<file path="src/psim_pkg.sv">
// constants shared by the slot interrupt controller files
// assumes a 32-bit buffered local data path and active-low board chip selects
package psim_pkg;
   // ==========================================================
   // register map
   localparam int ADDR_W = 4;
   localparam int DATA_W = 32;
   localparam logic [3:0] PEND_OFS = 4'h0;
   localparam logic [3:0] MASK_OFS = 4'h4;
   // ==========================================================
   // source layout: slot s, pin p sits at bit s*LINES+p
   localparam int SLOTS = 3;
   localparam int LINES = 4;
   localparam int SRC_N = 12;
   localparam logic [11:0] MASK_RST = 12'h000;
   localparam logic [11:0] PEND_RST = 12'h000;
   localparam logic [19:0] UNIMPL_ZERO = 20'h00000;
   // ==========================================================
   // chip-select map: buffered regions are selects 0,1,3,4,6,7
   localparam int CS_N = 8;
   localparam logic [7:0] BUF_CS_MAP = 8'hdb;
   localparam int IRQ_CS_IDX = 3;
endpackage

</file>
<file path="src/psim_gate_if.sv">
// signals between the controller and its transceiver gate
// assumes chip selects and disables are synchronous to clk
`timescale 1ns/1ps
interface psim_gate_if;
   logic [7:0] chipSel_n;
   logic [7:0] regionDisable;
   logic hardResetCfg;
   logic irqCtrlOk;
   logic xcvrOpen_n;
   modport gate (
      input chipSel_n,
      input regionDisable,
      input hardResetCfg,
      output irqCtrlOk,
      output xcvrOpen_n
   );
   modport ctrl (
      output chipSel_n,
      output regionDisable,
      output hardResetCfg,
      input irqCtrlOk,
      input xcvrOpen_n
   );
endinterface

</file>
<file path="src/psim_xcvr_gate.sv">
// buffered-side data transceiver enable and controller access qualifier
// assumes a single clock and synchronous active-low reset
`timescale 1ns/1ps
module psim_xcvr_gate (
   input wire logic clk,
   input wire logic rst_n,
   psim_gate_if.gate g
);
   typedef struct packed {
      logic open_n;
   } psim_gate_t;

   psim_gate_t s_r;
   psim_gate_t s_nxt;
   logic [7:0] liveSel;

   // ==========================================================
   // region decode
   // a disabled region's select does not open the transceivers, so an off-board memory can own it
   always_comb begin
      liveSel = ~g.chipSel_n & psim_pkg::BUF_CS_MAP & ~g.regionDisable;
      s_nxt.open_n = !((|liveSel) || g.hardResetCfg);
   end

   assign g.irqCtrlOk = liveSel[psim_pkg::IRQ_CS_IDX];
   assign g.xcvrOpen_n = s_r.open_n;

   always_ff @(posedge clk) begin
      if (!rst_n) begin
         s_r.open_n <= 1'b1;
      end else begin
         s_r <= s_nxt;
      end
   end
endmodule

</file>
<file path="src/psim_irq_ctrl.sv">
// slot interrupt controller: pending and mask registers, one host request
// assumes plain level strobes, synchronous to clk, and active-low slot lines
`timescale 1ns/1ps
module psim_irq_ctrl (
   input wire logic clk,
   input wire logic rst_n,
   input wire logic [7:0] chipSel_n,
   input wire logic [7:0] regionDisable,
   input wire logic hardResetCfg,
   input wire logic [3:0] regAddr,
   input wire logic writeEn_n,
   input wire logic readEn_n,
   input wire logic [31:0] dataIn,
   output logic [31:0] dataOut,
   output logic dataOe,
   input wire logic [3:0] slotLine_n,
   output logic pciIrqToHost_n,
   output logic xcvrEnable_n
);
   typedef struct packed {
      logic [11:0] mask;
      logic [11:0] pend;
      logic [31:0] rdData;
      logic rdOe;
      logic irq_n;
   } psim_state_t;

   psim_state_t s_r;
   psim_state_t s_nxt;
   logic wrHit;
   logic rdHit;

   psim_gate_if gIf ();

   assign gIf.chipSel_n = chipSel_n;
   assign gIf.regionDisable = regionDisable;
   assign gIf.hardResetCfg = hardResetCfg;

   psim_xcvr_gate uGate (
      .clk(clk),
      .rst_n(rst_n),
      .g(gIf.gate)
   );

   // ==========================================================
   // routing: each board line is shared by one pin of every slot,
   // rotated per slot, so one active line lights three sources
   function automatic logic [11:0] psimRoute(input logic [3:0] act);
      logic [11:0] r;
      r = 12'h000;
      for (int s = 0; s < psim_pkg::SLOTS; s++) begin
         for (int p = 0; p < psim_pkg::LINES; p++) begin
            r[s * psim_pkg::LINES + p] = act[(p + s) % psim_pkg::LINES];
         end
      end
      return r;
   endfunction

   // ==========================================================
   // next state
   always_comb begin
      s_nxt = s_r;
      wrHit = gIf.irqCtrlOk && !writeEn_n;
      rdHit = gIf.irqCtrlOk && !readEn_n;
      if (wrHit && regAddr == psim_pkg::MASK_OFS) begin
         s_nxt.mask = dataIn[11:0];
      end
      // pending follows the lines; software clears the source at the slot device
      s_nxt.pend = psimRoute(~slotLine_n) & ~s_r.mask;
      s_nxt.irq_n = !(|(s_r.pend & ~s_r.mask));
      s_nxt.rdOe = rdHit;
      // unmapped offsets answer zero so a stray read never shows stale data
      s_nxt.rdData = 32'h00000000;
      if (rdHit) begin
         unique case (regAddr)
            psim_pkg::PEND_OFS: s_nxt.rdData = {psim_pkg::UNIMPL_ZERO, s_r.pend};
            psim_pkg::MASK_OFS: s_nxt.rdData = {psim_pkg::UNIMPL_ZERO, s_r.mask};
            default: s_nxt.rdData = 32'h00000000;
         endcase
      end
   end

   // only controller state resets here; the transceiver gate resets itself
   always_ff @(posedge clk) begin
      if (!rst_n) begin
         s_r.mask <= psim_pkg::MASK_RST;
         s_r.pend <= psim_pkg::PEND_RST;
         s_r.rdData <= 32'h00000000;
         s_r.rdOe <= 1'b0;
         s_r.irq_n <= 1'b1;
      end else begin
         s_r <= s_nxt;
      end
   end

   // every output is a register copy; the host sees no decode glitches
   assign dataOut = s_r.rdData;
   assign dataOe = s_r.rdOe;
   assign pciIrqToHost_n = s_r.irq_n;
   assign xcvrEnable_n = gIf.xcvrOpen_n;
endmodule

</file>
<file path="config.mk">
export PLATFORM = sky130hd
export DESIGN_NAME = psim_irq_ctrl
export DESIGN_NICKNAME = d
export VERILOG_FILES = /design/src/psim_pkg.sv /design/src/psim_gate_if.sv /design/src/psim_xcvr_gate.sv /design/src/psim_irq_ctrl.sv
export SDC_FILE = /design/constraint.sdc
export NUM_CORES = 1
export LEC_CHECK = 0
export CAP_MARGIN = 40
export CORE_ASPECT_RATIO = 1.5
export CORE_UTILIZATION = 55
export DETAILED_ROUTE_END_ITERATION = 12
export DONT_BUFFER_PORTS = 1
export PLACE_DENSITY = 0.7
export RECOVER_POWER = 100
export SYNTH_ARGS = -nofsm -noshare
export SYNTH_HDL_FRONTEND = slang
export SYNTH_SLANG_ARGS = --single-unit
</file>
<file path="constraint.sdc">
create_clock -name clk -period 2.4 [get_ports clk]
set_input_delay 0.12 -clock clk [delete_from_list [all_inputs] [get_ports clk]]
set_output_delay 0.12 -clock clk [all_outputs]
set_load 0.02 [all_outputs]
</file>
* Word-level counts from Yosys, hierarchy flattened
Cells that the tools add are included.
Cells by class: equality and inequality tests 1, mux-type cells 1, bitwise operators 7, reduce and logical (&&, ||, !) cells 12
Operators with widths (count):
- 12-bit AND | 2
- 12-bit one-hot mux with 2 select lines | 1
- 8-bit inverter | 2
- 12-bit inverter | 1
- 12-bit OR reduction | 1
- 8-bit AND | 1
- 8-bit OR reduction | 1
- 4-bit by 3-bit equality test with 1-bit output (second input constant) | 1
- 1-bit logical NOT | 4
- 4-bit logical NOT | 1
- 4-bit inverter | 1
- 1-bit logical AND | 3
- 2-bit AND reduction | 1
- 1-bit logical OR | 1
Storage, ports and cells: flip-flop bits (word level) 59, input port bits 61, output and inout bits 35, word-level logic and storage cells 27

* Longest topological paths before layout
depth after elaboration 5, depth in mapped cells 4, mapped depth without buffers 3

* Modules after synthesis
Synthesis repeated with hierarchy kept, for this count alone.
Unflattened totals: cell total of the unflattened synthesis 183, area total of the unflattened synthesis 1684.1 µm²
Modules (own cells, without submodules):
- psim_irq_ctrl | times used 1, cells an instance 176, area an instance 1615.3 µm², sequential area each 760.7 µm²
- psim_xcvr_gate | times used 1, cells an instance 7, area an instance 68.8 µm², sequential area each 20.0 µm²

* Worst setup path before layout
Ideal clock, no wire load.
kind input to register, start in regAddr[3], end reg s_r[47] (netlist name), setup time 72 ps, data arrival time 1129 ps, required time 2328 ps, slack 1199 ps, stages on the path 4, path buffers 1, path through nor4b_4 nor4b_4 buf_6 mux2i_1
Between the ends: cells in the longest elaborated chain, start to end 2
Ends and longest elaborated chain:
- start: declaration | line psim_irq_ctrl.sv:10 | input wire logic [3:0] regAddr,
- 4-bit by 3-bit equality test with 1-bit output | line psim_irq_ctrl.sv:65 | if (wrHit && regAddr == psim_pkg::MASK_OFS) begin
- 1-bit logical AND | line psim_irq_ctrl.sv:65
- end signal: assignment | line psim_irq_ctrl.sv:92 | s_r <= s_nxt;
- end: declaration | line psim_irq_ctrl.sv:28 | psim_state_t s_r;
No other way between the ends. A chain may end at the register's enable or synchronous reset.

* Worst setup path in the final report
start in rst_n, end reg uGate.s_r, in the netlist uGate.g.xcvrOpen_n
RTL lines:
- start: declaration | line psim_irq_ctrl.sv:6 | input wire logic rst_n,
- end signal: assignment | line psim_xcvr_gate.sv:32 | s_r <= s_nxt;
- end: declaration | line psim_xcvr_gate.sv:13 | psim_gate_t s_r;
No word-level cell between the ends.

==> run summary <==
The total overflow left after global routing is 0. The met3 routed wirelength is around 200 um. The diode insertion count for antenna repair is 0. The final-report hold violation count came out at 0.

The part of the Yosys area used for sequential elements came out at 0.465. Once routing completed, OpenROAD measured the worst setup slack at just over 0.6 ns. Dividing the detail-routed wire length by the instance count gives roughly 12 um. The via count normalized by instance count came out at about 5. By startpoint and endpoint, the worst setup path is classified as in -> reg. The worst setup path is captured at a register. In this run the deepest clock path goes through 2 buffers. The floorplan step set the die width to between 40 and 50 um. In the global route stage, overall resource usage came out at 0.189.

The met1 wire length is between 1000 and 1500 um. The wire length reported by the detailed router is 2740 um. The source-to-sink clock delay at the later pin of the worst-skew pair is 0.29 ns. Routed signal wires occupy layers up through met4.

For this run, the detailed router's first-pass iteration total came to 4. The via count of the first global-routing pass came out at about 1100. The final-layout fill cell count came out at 273. Wire segments on met2 add up to 1430 um in the final route. The count of input and output buffers came out at 0. The kind of start point of the critical path is an input pin.

The maximum resistive drop on vdd came out at about 550 uV. Averaged over all synthesized cells, the footprint is 9.28 um^2. The number of distinct library cells after synthesis is 20. The number of buffers created by CTS is 5. The power per standard cell area came out at roughly 660 nW/um^2. The largest net degree at the start of global routing is 27.

The signed area change from the synthesized netlist to the final layout came out at 5.37%. The post-synthesis share of cell area spent on and, or, nand and nor gates is 0.196. The portion of synthesized area spent on multiplexers is 0.0715. The highest fanout seen on the critical path is 26.

The remaining design rule violation count came out at 0. The cell count after synthesis is ~180. After routing, the total negative slack on setup checks comes to 0 ns. The routability congestion estimate from global placement is approximately 0.70. The maximum level of the CTS H-tree is 2. In the final layout, the share of cells above drive strength 1 is 0.0699. The CTS sink count is 39. The number of antenna violations at the first check in global routing was 0. The post-place instance area is approximately 1500 um^2. The final count of pins violating max slew came to 0. The initial utilization of the core area, before any placement, comes to 0.576. Clock tree synthesis selected as its root buffer the cell sky130_fd_sc_hd__clkbuf_8.

The minimum period implied by the final worst setup slack came out at around 1.8 ns. The run finished with clean final reports. The achievable frequency came out at ~0.56 GHz. In this run the cell area of the synthesized design comes to approximately 1700 um^2. The area of the multi-input gates came out at between 600 and 700 um^2.

The detailed placement HPWL is between 1500 and 2000 um. The clock transition at the registers of the reported paths is 0.07 ns. For this block, the via count after detailed routing is 1100.

The number of nets with antenna violations after routing came out at 0. The library cells used most frequently in the layout, excluding fill and tap cells, are sky130_fd_sc_hd__dfxtp_1 (39), sky130_fd_sc_hd__nor2_1 (25), sky130_fd_sc_hd__nand2_1 (24). Counting tap cells, the placed design contains a total of approximately 200 instances. The sequential standard cell area is ~800 um^2. The worst hold margin came out at between 0.01 and 0.015 ns.

The y dimension of the die came out at about 70 um. Setup repair after global routing left no endpoint under its margin. TritonCTS built the clock tree. The number of standard-cell rows in the floorplan came out at 24. For this design the static power due to leakage is approximately 0.68 nW. After synthesis, the largest family of logic cells by area is simple AND/OR/NAND/NOR gates. The synthesized-area fraction occupied by adder cells is 0. The signal arrival time at the worst endpoint is just under 2 ns. The share of the cycle needed by the critical path after routing came out at 0.746.

The most common cell after layout, fill and taps aside is sky130_fd_sc_hd__dfxtp_1. Of the total synthesized cell area, the portion taken by XOR and XNOR cells is 0. After the first detailed-routing iteration, the DRC count stood at 24. After synthesis, the cell types taking the most area are sky130_fd_sc_hd__dfxtp_1 (46%), sky130_fd_sc_hd__buf_4 (15%), sky130_fd_sc_hd__mux2i_1 (7.2%). The min-delay analysis places its worst path in the category in -> reg.

The floorplan die area is approximately 3300 um^2. The number of setup buffers added after CTS came out at 0. The number of setup violations in the final report is 0. The total of warnings raised by yosys came out at 0. The complex-gate fraction of the synthesized area is 0.0909.

At the end of the flow, the number of nets in the layout was ~250. The number of cells in the finished layout apart from fillers is between 200 and 250. The transition at the pin with the smallest max-transition slack is between 0.8 and 0.9 ns. STA puts the critical path data required time at approximately 2.6 ns. The area share of the leading cell type in the synthesized netlist came out at 0.465. The leading area contributor after synthesis is sky130_fd_sc_hd__dfxtp_1.

The floorplan step defined a core boundary enclosing 2910 um^2. Timing analysis after detailed placement gives a worst setup slack of about 0.9 ns. The worst slew slack as a fraction of its limit came out at 0.448. The worst setup skew after layout came out at 0.00813 ns. The number of primary I/O pins is between 90 and 100. Counting flops and latches in the post-synthesis netlist gives 39. The reported max-cap violation count is 0.

The summed area of non-filler cells in the final layout came out at ~1800 um^2. The first-pass GRT wire length came out at ~4400 um.
-- routing by layer --
metal	up-vias	global-route usage
li1	553	-
met1	484	0.189
met2	55	0.310
met3	8	0.0885
met4	0	0.0921
met5	-	0
-- synthesized netlist by cell type (all sizes together) --
| library cell | count |
|---|---|
| a22oi | 12 |
| buf | 34 |
| clkbuf | 5 |
| conb | 1 |
| dfxtp | 39 |
| inv | 4 |
| mux2i | 12 |
| nand2 | 24 |
| nand2b | 13 |
| nor2 | 25 |
| nor4 | 1 |
| nor4b | 2 |
| o2111ai | 3 |
| o21ai | 1 |
| o22a | 1 |
| o22ai | 1 |
| o31ai | 1 |
| o41ai | 1 |
| or4b | 1 |
-- through the flow --
stage	power (mW)	util
floorplan	0.777	-
global placement	0.752	0.530
detailed placement	0.754	0.530
CTS	1.18	0.607
global route	1.23	0.607
finish	1.17	0.607
-- sequential cells by signal, indices dropped and copies added (netlist names) --
name / cells
s_r: 24
dataOut: 12
dataOe: 1
pciIrqToHost_n: 1
uGate.g.xcvrOpen_n: 1
-- power by group --
part | switching (mW) | internal [mW]
clock network | 0.207 | 0.202
logic | 0.0572 | 0.0344
registers | 0.0108 | 0.662
-- layout make-up --
class,instances,share of cell area
Sequential cell,39,0.441
Clock inverter,2,0.00707
Multi-Input combinational cell,118,0.383
Timing Repair Buffer,17,0.0919
Tap cell,39,0.0276
Clock buffer,6,0.0410
Inverter,4,0.00849
-- worst paths after layout --
| kind | slack (ns) | start | cells past startpoint | end |
|---|---|---|---|---|
| setup / recovery | 0.61 | rst_n | 3 | uGate.g.xcvrOpen_n |
| hold / removal | 0.01 | rst_n | 2 | s_r[35] |
| setup reg to reg | 1.41 | s_r[47] | 3 | pciIrqToHost_n |
| hold reg to reg | 0.46 | s_r[56] | 1 | s_r[44] |
-- cell families after synthesis --
family,Yosys count
flip-flops,39
buffers and inverters,43
other,1
AND/OR/NAND/NOR,66
multiplexers,12
AO/OA/AOI/OAI,20
-- critical path, stage by stage --
cell and delay [ns]:
sky130_fd_sc_hd__dlygate4sd3_1 1.08, sky130_fd_sc_hd__o41ai_1 0.18, sky130_fd_sc_hd__dlygate4sd3_1 0.59
-- timing repair --
action,CTS,global route
hold buffers,14,0
endpoints found under the hold margin,14,0
resized for setup,0,0
(Power assumes the default switching activity.)
